### src/rtl/cam_pkg.sv
// shared constants and types for the core ALU datapath
// assumes a single core clock domain and an instruction decoder driving op requests
//
// Function
// - 16-bit datapath: add, sub, shift, logic
// - arithmetic treats values as two's complement
// - updates carry, zero, negative, overflow, half-carry
// - subtraction carry flags mean no borrow
// - size mode selects byte or word
// - operands/results from registers or memory
// - one shared 17x17 multiplier array
// - signed, unsigned, mixed, literal, 8x8 multiplies
// - signed/unsigned 32/16 and 16/16 divide
// - quotient to reg zero, remainder reg one
// - divisor any register; dividend aligned pair
// - one cycle per divisor bit, same length
// - barrel shift up to fifteen, one cycle
// - multi-bit shifts register direct only
// - arithmetic right, left, logical right shifts
// - control bit 3 shows priority above seven
// - top bit joins status bits 7:5
// - top bit resets zero, clear-only by write
// - bit 2 reads one, bits 15:4 and 1:0 zero
// - divide takes nineteen cycles
// - multiply completes in one cycle
// - iterative non-restoring divide, repeat-stepped
// - add/sub set overflow on signed wrap, else clear it; other ops keep it
package cam_pkg;
  localparam int DATA_W = 16;
  localparam int REG_AW = 4;
  localparam int DIV_CYCLES = 19;
  localparam int DIV_ITERS = 16;
  localparam int CCR_TOP_BIT = 3;
  localparam int CCR_ONE_BIT = 2;
  localparam logic [15:0] CCR_RESET = 16'h0004;
  localparam int FLG_C = 0;
  localparam int FLG_Z = 1;
  localparam int FLG_OV = 2;
  localparam int FLG_N = 3;
  localparam int FLG_DC = 4;
  localparam logic [REG_AW-1:0] QUOT_REG = 4'h0;
  localparam logic [REG_AW-1:0] REM_REG = 4'h1;

  typedef enum logic [3:0] {
    CAM_ADD = 4'h0, CAM_ADC = 4'h1, CAM_SUB = 4'h2, CAM_SBB = 4'h3,
    CAM_AND = 4'h4, CAM_OR  = 4'h5, CAM_XOR = 4'h6, CAM_ASR = 4'h7,
    CAM_SL  = 4'h8, CAM_LSR = 4'h9, CAM_MUL = 4'ha, CAM_DIV = 4'hb,
    CAM_MOV = 4'hc
  } cam_op_e;

  typedef enum logic [2:0] {
    MUL_SS = 3'h0, MUL_UU = 3'h1, MUL_US = 3'h2, MUL_SL5 = 3'h3,
    MUL_UL5 = 3'h4, MUL_U8 = 3'h5
  } cam_mul_e;

  typedef enum logic [1:0] {
    DIV_IDLE = 2'b00, DIV_RUN = 2'b01, DIV_FIX = 2'b11, DIV_DONE = 2'b10
  } cam_div_e;

  // C Z OV N DC
  typedef struct packed {
    logic dc;
    logic n;
    logic ov;
    logic z;
    logic c;
  } cam_flags_s;

  typedef struct packed {
    cam_op_e          op;
    logic             byteMode;
    logic             srcIsMem;
    logic             dstIsMem;
    cam_mul_e         mulMode;
    logic             divSigned;
    logic             divLong;
    logic [REG_AW-1:0] srcA;
    logic [REG_AW-1:0] srcB;
    logic [REG_AW-1:0] dst;
    logic [4:0]       shAmt;
  } cam_req_s;
endpackage

### src/rtl/cam_mul.sv
// 17x17 signed array; operands are sign or zero extended per mode
// assumes operands are stable during the cycle of the request
`timescale 1ns/1ps
`default_nettype none
module cam_mul
  import cam_pkg::*;
(
  input  wire logic [15:0] opA,
  input  wire logic [15:0] opB,
  input  wire logic [4:0]  lit,
  input  wire cam_mul_e    mode,
  output logic      [31:0] prod
);
  logic [16:0] extA;
  logic [16:0] extB;
  logic [33:0] full;

  always_comb begin
    extA = {1'b0, opA};
    extB = {1'b0, opB};
    case (mode)
      MUL_SS: begin
        extA = {opA[15], opA};
        extB = {opB[15], opB};
      end
      MUL_US: extB = {opB[15], opB};
      MUL_SL5: begin
        extA = {opA[15], opA};
        extB = {12'h000, lit};
      end
      MUL_UL5: extB = {12'h000, lit};
      MUL_U8: begin
        extA = {9'h000, opA[7:0]};
        extB = {9'h000, opB[7:0]};
      end
      default: ;
    endcase
  end

  // single shared array, one cycle
  assign full = 34'($signed(extA) * $signed(extB));
  assign prod = full[31:0];
endmodule
`default_nettype wire

### src/rtl/cam_div.sv
// iterative non-restoring divider, one quotient bit per step
// assumes start is a single-cycle pulse with operands valid alongside
`timescale 1ns/1ps
`default_nettype none
module cam_div
  import cam_pkg::*;
(
  input  wire logic        core_clk,
  input  wire logic        rstn,
  input  wire logic        clkEn,
  input  wire logic        start,
  input  wire logic        isSigned,
  input  wire logic [31:0] dividend,
  input  wire logic [15:0] divisor,
  output logic             busy,
  output logic             done,
  output logic [15:0]      quot,
  output logic [15:0]      rem,
  output logic [4:0]       stepCnt
);
  cam_div_e     state;
  logic [16:0]  part;
  logic [31:0]  dvd;
  logic [15:0]  dvs;
  logic         negQ;
  logic         negR;
  logic [4:0]   cnt;
  logic [16:0]  next_part;
  logic [15:0]  qFinal;
  logic [16:0]  rFix;
  logic [31:0]  dvdMag;

  assign busy = (state != DIV_IDLE);
  assign stepCnt = cnt;

  // non-restoring step: add or subtract by sign of partial remainder
  always_comb begin
    if (part[16]) begin
      next_part = {part[15:0], dvd[31]} + {1'b0, dvs};
    end else begin
      next_part = {part[15:0], dvd[31]} - {1'b0, dvs};
    end
    rFix = part[16] ? part + {1'b0, dvs} : part;
    qFinal = negQ ? 16'(-dvd[15:0]) : dvd[15:0];
    dvdMag = (isSigned && dividend[31]) ? -dividend : dividend;
  end

  // 1 load + 16 steps + fix + done = 19 cycles
  always_ff @(posedge core_clk or negedge rstn) begin
    if (!rstn) begin
      state <= DIV_IDLE;
      cnt <= 5'h00;
      part <= 17'h00000;
      dvd <= 32'h00000000;
      dvs <= 16'h0000;
      negQ <= 1'b0;
      negR <= 1'b0;
      done <= 1'b0;
      quot <= 16'h0000;
      rem <= 16'h0000;
    end else if (clkEn) begin
      done <= 1'b0;
      case (state)
        DIV_IDLE: begin
          if (start) begin
            // magnitudes first so the core loop is unsigned
            // high half seeds the remainder; quotient must fit in 16 bits
            dvd <= {dvdMag[15:0], 16'h0000};
            dvs <= (isSigned && divisor[15]) ? 16'(-divisor) : divisor;
            negQ <= isSigned && (dividend[31] ^ divisor[15]);
            negR <= isSigned && dividend[31];
            part <= {1'b0, dvdMag[31:16]};
            cnt <= 5'h00;
            state <= DIV_RUN;
          end
        end
        DIV_RUN: begin
          part <= next_part;
          dvd <= {dvd[30:0], ~next_part[16]};
          cnt <= cnt + 5'h01;
          if (cnt == 5'(DIV_ITERS - 1)) begin
            state <= DIV_FIX;
          end
        end
        DIV_FIX: begin
          quot <= qFinal;
          rem <= negR ? 16'(-rFix[15:0]) : rFix[15:0];
          state <= DIV_DONE;
        end
        DIV_DONE: begin
          done <= 1'b1;
          state <= DIV_IDLE;
        end
        default: state <= DIV_IDLE;
      endcase
    end
  end
endmodule
`default_nettype wire

### src/rtl/cam_alu.sv
// core ALU top: add/sub/logic, shifter, multiplier, divider, flags, control reg
// assumes the decoder holds a request for one cycle with reqValid and waits on busy
`timescale 1ns/1ps
`default_nettype none
module cam_alu
  import cam_pkg::*;
#(
  parameter int NREGS = 16
)(
  input  wire logic         core_clk,
  input  wire logic         rstn,
  input  wire logic         clkEn,
  input  wire logic         reqValid,
  input  wire cam_req_s     req,
  input  wire logic [15:0]  memRdata,
  input  wire logic         ccrWrEn,
  input  wire logic [15:0]  ccrWdata,
  input  wire logic         priorityRaise,
  input  wire logic [2:0]   priorityLowField,
  input  wire logic         regWrEn,
  input  wire logic [3:0]   regWrAddr,
  input  wire logic [15:0]  regWrData,
  output logic              busy,
  output logic              resValid,
  output logic [15:0]       result,
  output logic              memWrEn,
  output logic [15:0]       memWdata,
  output logic [15:0]       quotientWorkingReg,
  output logic [15:0]       remainderWorkingReg,
  output cam_flags_s        flags,
  output logic [15:0]       coreControlReg,
  output logic [3:0]        priorityLevel
);
  logic [15:0]  wreg [NREGS];
  logic [15:0]  opA;
  logic [15:0]  opB;
  logic [16:0]  sum;
  logic [4:0]   lowSum;
  logic [8:0]   byteSum;
  logic         carryIn;
  logic         isSub;
  logic [15:0]  bArg;
  logic [15:0]  aluRes;
  cam_flags_s   next_flags;
  logic [31:0]  prod;
  logic         divBusy;
  logic         divDone;
  logic [15:0]  divQ;
  logic [15:0]  divR;
  logic [31:0]  dividend;
  logic         priorityLevelTopBit;
  logic         writesReg;

  // register-direct operand source or data memory
  function automatic logic [15:0] pick(input logic fromMem, input logic [15:0] m,
                                       input logic [15:0] r);
    pick = fromMem ? m : r;
  endfunction

  // byte results keep only the low lane
  function automatic logic [15:0] lane(input logic bm, input logic [15:0] v);
    lane = bm ? {8'h00, v[7:0]} : v;
  endfunction

  // multi-bit shifts ignore the memory source
  assign opA = (req.op inside {CAM_ASR, CAM_SL, CAM_LSR}) ? wreg[req.srcA]
             : pick(req.srcIsMem, memRdata, wreg[req.srcA]);
  assign opB = wreg[req.srcB];

  // dividend from an aligned pair, high half odd register
  assign dividend = req.divLong
                  ? {wreg[{req.srcA[3:1], 1'b1}], wreg[{req.srcA[3:1], 1'b0}]}
                  : (req.divSigned ? {{16{opA[15]}}, opA} : {16'h0000, opA});

  // adder with inverted-borrow carry
  assign isSub = (req.op == CAM_SUB) || (req.op == CAM_SBB);
  assign bArg = isSub ? ~opB : opB;
  assign carryIn = (req.op == CAM_SUB) ? 1'b1
                 : ((req.op == CAM_ADC) || (req.op == CAM_SBB)) ? flags.c : 1'b0;
  assign sum = {1'b0, opA} + {1'b0, bArg} + {16'h0000, carryIn};
  assign byteSum = {1'b0, opA[7:0]} + {1'b0, bArg[7:0]} + {8'h00, carryIn};
  assign lowSum = {1'b0, opA[3:0]} + {1'b0, bArg[3:0]} + {4'h0, carryIn};

  cam_mul u_mul (
    .opA  (opA),
    .opB  (opB),
    .lit  (req.shAmt),
    .mode (req.mulMode),
    .prod (prod)
  );

  cam_div u_div (
    .core_clk (core_clk),
    .rstn     (rstn),
    .clkEn    (clkEn),
    .start    (reqValid && !divBusy && req.op == CAM_DIV),
    .isSigned (req.divSigned),
    .dividend (dividend),
    .divisor  (opB),
    .busy     (divBusy),
    .done     (divDone),
    .quot     (divQ),
    .rem      (divR),
    .stepCnt  ()
  );

  always_comb begin
    aluRes = 16'h0000;
    next_flags = flags;
    case (req.op)
      CAM_ADD, CAM_ADC, CAM_SUB, CAM_SBB: begin
        aluRes = lane(req.byteMode, sum[15:0]);
        // carry and half carry from the width in use
        if (req.byteMode) begin
          next_flags.c = byteSum[8];
          next_flags.dc = lowSum[4];
          next_flags.ov = (opA[7] == bArg[7]) && (sum[7] != opA[7]);
        end else begin
          next_flags.c = sum[16];
          next_flags.dc = byteSum[8];
          next_flags.ov = (opA[15] == bArg[15]) && (sum[15] != opA[15]);
        end
      end
      CAM_AND: aluRes = lane(req.byteMode, opA & opB);
      CAM_OR:  aluRes = lane(req.byteMode, opA | opB);
      CAM_XOR: aluRes = lane(req.byteMode, opA ^ opB);
      // barrel shifts of 0..15 positions in one cycle
      CAM_ASR: begin
        aluRes = 16'($signed(opA) >>> req.shAmt[3:0]);
      end
      CAM_SL:  aluRes = opA << req.shAmt[3:0];
      CAM_LSR: aluRes = opA >> req.shAmt[3:0];
      CAM_MUL: aluRes = prod[15:0];
      CAM_MOV: aluRes = lane(req.byteMode, opA);
      default: aluRes = 16'h0000;
    endcase
    // z and n follow the result for data ops; mul and div leave flags alone
    if (!(req.op inside {CAM_MUL, CAM_DIV})) begin
      next_flags.z = req.byteMode ? (aluRes[7:0] == 8'h00) : (aluRes == 16'h0000);
      next_flags.n = req.byteMode ? aluRes[7] : aluRes[15];
    end
  end

  assign writesReg = reqValid && !divBusy && req.op != CAM_DIV
                   && !(req.dstIsMem && !(req.op inside {CAM_ASR, CAM_SL, CAM_LSR}));

  // working register array; divide results land in fixed slots
  always_ff @(posedge core_clk or negedge rstn) begin
    if (!rstn) begin
      for (int i = 0; i < NREGS; i++) begin
        wreg[i] <= 16'h0000;
      end
    end else if (clkEn) begin
      if (divDone) begin
        wreg[QUOT_REG] <= divQ;
        wreg[REM_REG] <= divR;
      end else if (writesReg) begin
        if (req.op == CAM_MUL && req.mulMode != MUL_U8) begin
          wreg[req.dst] <= prod[15:0];
          wreg[{req.dst[3:1], 1'b1}] <= prod[31:16];
        end else begin
          wreg[req.dst] <= req.byteMode ? {wreg[req.dst][15:8], aluRes[7:0]} : aluRes;
        end
      end else if (regWrEn) begin
        wreg[regWrAddr] <= regWrData;
      end
    end
  end

  // result port and memory write path
  always_ff @(posedge core_clk or negedge rstn) begin
    if (!rstn) begin
      resValid <= 1'b0;
      result <= 16'h0000;
      memWrEn <= 1'b0;
      memWdata <= 16'h0000;
      busy <= 1'b0;
      quotientWorkingReg <= 16'h0000;
      remainderWorkingReg <= 16'h0000;
    end else if (clkEn) begin
      resValid <= (reqValid && !divBusy && req.op != CAM_DIV) || divDone;
      result <= divDone ? divQ : aluRes;
      memWrEn <= reqValid && !divBusy && req.dstIsMem
               && !(req.op inside {CAM_ASR, CAM_SL, CAM_LSR, CAM_DIV});
      memWdata <= aluRes;
      busy <= divBusy || (reqValid && req.op == CAM_DIV);
      quotientWorkingReg <= divDone ? divQ : wreg[QUOT_REG];
      remainderWorkingReg <= divDone ? divR : wreg[REM_REG];
    end
  end

  // status flags update only on a taken data op
  always_ff @(posedge core_clk or negedge rstn) begin
    if (!rstn) begin
      flags <= '0;
    end else if (clkEn && reqValid && !divBusy) begin
      flags <= next_flags;
    end
  end

  // top priority bit: hardware set wins over a software clear
  always_ff @(posedge core_clk or negedge rstn) begin
    if (!rstn) begin
      priorityLevelTopBit <= 1'b0;
    end else if (clkEn) begin
      if (priorityRaise) begin
        priorityLevelTopBit <= 1'b1;
      end else if (ccrWrEn && !ccrWdata[CCR_TOP_BIT]) begin
        priorityLevelTopBit <= 1'b0;
      end
    end
  end

  // read view: bit 2 reads one, unimplemented bits zero
  always_ff @(posedge core_clk or negedge rstn) begin
    if (!rstn) begin
      coreControlReg <= CCR_RESET;
      priorityLevel <= 4'h0;
    end else if (clkEn) begin
      coreControlReg <= CCR_RESET | (16'(priorityLevelTopBit) << CCR_TOP_BIT);
      priorityLevel <= {priorityLevelTopBit, priorityLowField};
    end
  end
endmodule
`default_nettype wire

### config.mk
export PLATFORM = sky130hd
export DESIGN_NAME = cam_alu
export DESIGN_NICKNAME = d
export VERILOG_FILES = /design/src/rtl/cam_pkg.sv /design/src/rtl/cam_mul.sv /design/src/rtl/cam_div.sv /design/src/rtl/cam_alu.sv
export SDC_FILE = /design/constraint.sdc
export NUM_CORES = 2
export LEC_CHECK = 0
export BUFFER_PORTS_ARGS = -buffer_cell sky130_fd_sc_hd__buf_2
export CAP_MARGIN = 10
export CORE_UTILIZATION = 45
export DETAILED_ROUTE_END_ITERATION = 8
export SKIP_LAST_GASP = 1
export SYNTH_ARGS = -nofsm -noshare
export SYNTH_HDL_FRONTEND = slang
export SYNTH_SLANG_ARGS = --single-unit
### constraint.sdc
create_clock -name core_clk -period 14.59 [get_ports core_clk]
set_input_delay 1.459 -clock core_clk [delete_from_list [all_inputs] [get_ports core_clk]]
set_output_delay 1.459 -clock core_clk [all_outputs]
set_load 0.03 [all_outputs]
---- Yosys cells after proc, flatten, opt, wreduce, memory -nomap -nowiden ----
Cells that the tools add are included.
word-level totals
  flip-flop bits (word level) ............. 441
  input port bits ......................... 91
cells by class
  $add $sub $neg .......................... 14
  multipliers ............................. 1
  order comparisons ....................... 10
  eq/ne operators ......................... 28
  shift operators ......................... 3
  muxes and demuxes ....................... 71
  bitwise logic cells ..................... 15
  reductions and logical operators ........ 55
operators with widths
  kind                number
  $bwmux 256          4
  $mux 256            3
  $mux 16             29
  $bmux 16 s4         5
  $demux 16 s4        3
  $mux 32             5
  $pmux 16 s9         1
  $pmux 17 s2         2
  $pmux 32 s2         1
  $pmux 17 s3         1
  $neg 16->16         3
  $ge 5x5->1 const B  7
  $not 4->5           7
  $mux 17             2
  $mul 17x17->32      1
  $neg 32->32         1
  $eq 4x4->1 const B  5
  $logic_and 1x1->1   20
  $add 16x16->17      1
  $add 17x1->17       1
  $add 17x16->17      1
  $sub 17x16->17      1
  $add 16x16->16      1
  $and 16x16->16      1
  46 further kinds    91

---- Logic depth before layout (Yosys ltp) ----
  depth in word-level cells ............... 15
  gate-level depth with buffers ........... 38
  mapped depth without buffers ............ 32

---- Cells and area by module ----
From an unflattened synthesis, not the netlist that was laid out.
unflattened totals
  cell total of the unflattened synthesis .. 5,197
  area, all modules ....................... 46,544.6 um^2
by module, submodules not included
  module   times used  cells an instance  area each (um^2)
  cam_alu  1           3,031              27,851.7
  cam_mul  1           1,285              10,949.3
  cam_div  1           881                7,743.7

---- Worst setup path after synthesis ----
OpenSTA, ideal clock, no wires.
  path kind ............................... input -> register
  from .................................... in req[9] (netlist name)
  to ...................................... reg wreg[110] (netlist name)
  setup time .............................. 77 ps
  arrival time ............................ 9,952 ps
  data required time ...................... 14,513 ps
  path slack .............................. 4,560 ps
  stages on the path ...................... 33
  cells stage by stage .................... buf_2 buf_2 buf_2 buf_2 mux4_2 mux4_2 buf_2 nand2_1 clkbuf_1 nor2_1 fa_1 inv_1 fa_1 inv_1 fa_1 inv_1 fa_1 inv_1 fa_1 inv_1 fa_1 inv_1 ha_1 o21ai_0 a21o_1 o211ai_1 nand3_1 o311a_1 o311a_1 a21oi_1 xor2_1 nand3_1 a21oi_1
between the ends
  longest elaborated chain between the ends .. 14
RTL lines
  element                                                                 line            source
  start: declaration                                                      cam_alu.sv:14   input wire cam_req_s req,
  $not 4->5 (implied by the code) *                                       cam_alu.sv:68   assign opB = wreg[req.srcB];
  $bmux 16 s4 *                                                           cam_alu.sv:68
  $mux 16 (implied by the code) * (2 in a row)                            cam_alu.sv:68
  parallel branches: the longest is 8 deep, another holds $mul 17x17->32  n/a
  $mux 256 *                                                              cam_alu.sv:158  if (req.op == CAM_MUL && req.mulMode != MUL_U8) begin
  $mux 256 *                                                              cam_alu.sv:157  end else if (writesReg) begin
  end signal: indexed assignment                                          cam_alu.sv:159  wreg[req.dst] <= prod[15:0];
  end signal: indexed assignment                                          cam_alu.sv:160  wreg[{req.dst[3:1], 1'b1}] <= prod[31:16];
  end signal: indexed assignment                                          cam_alu.sv:162  wreg[req.dst] <= req.byteMode ? {wreg[req.dst][15:8], aluRes[7:0]} : aluRes;
  end: declaration                                                        cam_alu.sv:34   logic [15:0] wreg [NREGS];
Every way passes the cells marked *. The select of a mux whose other input is x is not followed.
A chain may end at the register's enable or synchronous reset.

---- Final worst setup path ----
  from .................................... in req[27] (netlist name)
  to ...................................... reg wreg[79] (netlist name)
between the ends
  longest elaborated chain between the ends .. 11
RTL lines
  element
  parallel branches: the longest is 11 deep, another holds $mul 17x17->32
Several ways; the timed one is not identified.

==> reports/qor.csv <==
stage,metric,value,unit
sta,clock skew,0.04386,ns
final_layout,area of the multi-input gates,32100,sq um
critical_path,Crit. End Element,flop,
sta,Final period util,80.38,%
final_layout,post-layout instance area,49830,sq um
job,max_cap viols,0,
floorplanning,die span in y,322.4,um
min_path,Worst Hold Depth,2,
clocking,Worst-path clk slew,0.07,ns
global_route,vias in the first global route,42157,
critical_path,CP arrival,12.32,ns
global_route,global-route wire length before repair,304.0,mm
route,DR WL/cell,32.23,um
global_route,GRT overflow,0,
route,final wirelength,213.4,mm
critical_path,FF-to-FF End,wreg[108],
critical_path,WS Path Type,in -> reg,
route,metal2 WL,85.50,mm
clocking,post-CTS setup buffer count,0,
sta,RSZ-0062 raised after global routing,no,
synth,synthesized area per cell,8.805,sq um
clocking,Worst-Skew Late Latency,0.67,ns
route,TritonRoute pass-1 iters,8,
clocking,CTS Buf Count,48,
clocking,hold buffers post-CTS,0,
sta,final setup fails,0,
sta,total negative setup slack,0,ns
floorplanning,core area,101700,sq um
synth,Syn Inst Count,5245,
critical_path,worst r2r path cells,28,
synth,sequential area share after synthesis,23.84,%
route,met3 wire length,30.73,mm
synth,Synth cell types,116,
sta,Max Freq,0.08527,GHz
sta,measured slew at the worst slew-check pin,1.438,ns
final_layout,biggest regs,"wreg (256), u_div.dvd (32), u_div.part (17)",
final_layout,layout cells sized above 1,13.59,%
outcome,status,finished clean,
final_layout,max reg flops,256,
critical_path,CP dominant cell by count,fa_1,
final_layout,Final nets,5748,
synth,Post-synth ARST share,100.0,%
route,via/cell ratio,6.782,
route,ANT nets after route,0,
route,Via Count,44904,
placement,dpl ws,2.581,ns
sta,"Hold Vio Cnt, Final",0,
clocking,CTS tree,done,
critical_path,CP Max Fanout,19,
critical_path,CP startpoint kind,input port,
final_layout,register area,11010,sq um
sta,min cycle time layout,11.73,ns
power,PD cells,169.9,nW/um^2
min_path,Hold EP,flags[2],
final_layout,Top reg by flops,wreg,
synth,number of flops mapped to enable cells by yosys,0,
placement,dpl cell area,48140,sq um
clocking,clock sinks,440,
global_route,All-Layer GR Usage,40.74,%
route,met1 WL,80.40,mm
placement,Placer Congestion,1.101,
clocking,H-tree depth,2,
clocking,cts repair resizes,0,
power,Worst VDD drop,0.1771,mV
min_path,HP Class,reg -> reg,
critical_path,data required time of the worst path,15.18,ns
route,top layer in use,met5,
placement,Port Buffers,152,
sta,fin worst setup slack,2.863,ns
clocking,CTS Root Cell,clkbuf_16,
synth,dominant synthesized flop cell,dfrtp_1,
synth,Synthesis Warnings,0,
placement,Final HPWL DP,154.8,mm
synth,mapped cell area,46180,sq um
critical_path,crit-path max cell delay,0.87,ns
critical_path,CP max-delay cell,xnor2_1,
floorplanning,Die ar.,103900,sq um
min_path,hold path start,flags[2],
floorplanning,top-level I/O count,183,
clocking,Clock Tree Buf Depth,3,
global_route,antenna violations before repair,17,
sta,Slew Limit Headroom,4.038,%
final_layout,# fillers,9761,
global_route,pin count of the biggest net entering global routing,154,
floorplanning,Die Wd,322.4,um
final_layout,Layout area overhead,7.897,%
floorplanning,Initial Util,45.39,%
critical_path,Worst R2R Setup Slack,4.57,ns
synth,Yosys reg bits,440,
power,Leak,21.84,nW
critical_path,r2r startpoint,wreg[228],
sta,Final Slew Violations,0,
route,Starting DRT DRC Count,6685,
route,drc violations,0,
floorplanning,Std-Cell Rows,117,
cells in the mapped netlist, drive strengths merged, types with 167 or more instances:
library cell	count	area share [%]
fa	286	12
ha	167	4.5
nor2	542	4.4
mux4	187	9.1
nand2	684	5.6
mux2i	191	4.2
dfrtp	440	24
a21oi	288	3.2
o21ai	344	3.7
inv	396	3.2
clkbuf	263	2.1
a22oi	173	2.8
stage by stage:
step	instances	hold WS [ns]	utilization (%)	total power, mW
finish	6621	0.4796	48.98	8.465
global route	6609	0.5055	48.95	8.860
CTS	6608	0.4875	48.94	8.255
detailed placement	6521	0.4721	47.32	6.898
global placement	6521	0.4612	47.32	6.855
floorplan	5258	0.4434	-	5.005
per-layer routing:
layer  vias to the layer above  track usage [%]
met3                       805            16.75
met4                        20            25.61
met5                         -           0.6944
met2                      3302            55.51
met1                     22206            53.08
li1                      18571                -
layout make-up:
| type | count | share of cell area (%) |
|---|---|---|
| well taps | 1368 | 3.435 |
| clock buffers | 67 | 2.694 |
| repair buffers | 288 | 3.656 |
| flip-flops and latches | 440 | 22.10 |
| multi-input cells | 4026 | 64.41 |
| inverters | 400 | 3.013 |
| clock inverters | 20 | 0.6252 |
| diodes | 12 | 0.06026 |
critical path: cells and delay by family:
kind	cells	cell delay, ns
adders and majority gates	7	3.35
and+or+nand+nor	7	2.58
buffers and inverters	6	1.08
xor gates and xnor gates	1	0.87
AOI/OAI and AO/OA	9	2.93
worst max-delay path by stage:
stage | startpoint | endpoint | slack [ns] | cells after the start
floorplan | req[9] | wreg[110] | 4.56 | 33
global placement | req[26] | wreg[79] | 2.72 | 31
detailed placement | req[26] | wreg[79] | 2.58 | 31
CTS | req[26] | wreg[79] | 3.22 | 31
global route | req[26] | wreg[239] | 2.52 | 31
finish | req[27] | wreg[79] | 2.86 | 30
cell usage in the layout (no fill, tap or decap), types with 17 or more instances in the layout:
cell type  Yosys  final
a211oi_1      27     27
a21o_1        31     31
a21oi_1      282    281
a221oi_1      51     51
a222oi_1      31     31
a22o_1        23     23
a22oi_1      172    172
a31oi_1       92     91
a32oi_1       25     25
and2_1        27     25
and3_1        24     24
buf_2         38    147
buf_4         29    137
clkbuf_16      0     48
dfrtp_1      440    439
fa_1         286    286
ha_1         167    167
inv_1        379    379
inv_2         17     17
mux2_2        41     41
mux2i_1      189    189
mux4_2       187    187
nand2_1      682    681
nand2b_1      28     28
nand3_1      131    130
nand4_1       18     18
nor2_1       541    520
nor2_2         0     21
nor2b_1       26     24
nor3_1        54     53
o211ai_1      22     22
o21ai_0      288    287
o21ai_1       55     49
o221ai_1      31     31
o22ai_1       32     32
o31ai_1       64     63
xnor2_1      100     98
xor2_1        76     76
cells by family after synthesis:
kind of cell	Yosys count	share of synthesized area, %
buffers and inverters	792	7.120
other	2	0.01626
XOR/XNOR	176	3.338
AND/OR/NAND/NOR	1622	15.27
flip-flops	440	23.84
multiplexers	421	14.36
adder cells (fa/ha/maj)	453	16.92
AO/OA/AOI/OAI	1339	19.14
power breakdown:
part / internal [mW] / switching [mW] / leakage [nW] / total [mW]
Sequential: 1.50 / 0.369 / 5.69 / 1.87
Combinational: 1.80 / 3.44 / 15.3 / 5.25
Clock: 0.770 / 0.576 / 0.812 / 1.35
Total: 4.08 / 4.39 / 21.8 / 8.46
Power figures use the tool's default switching activity.
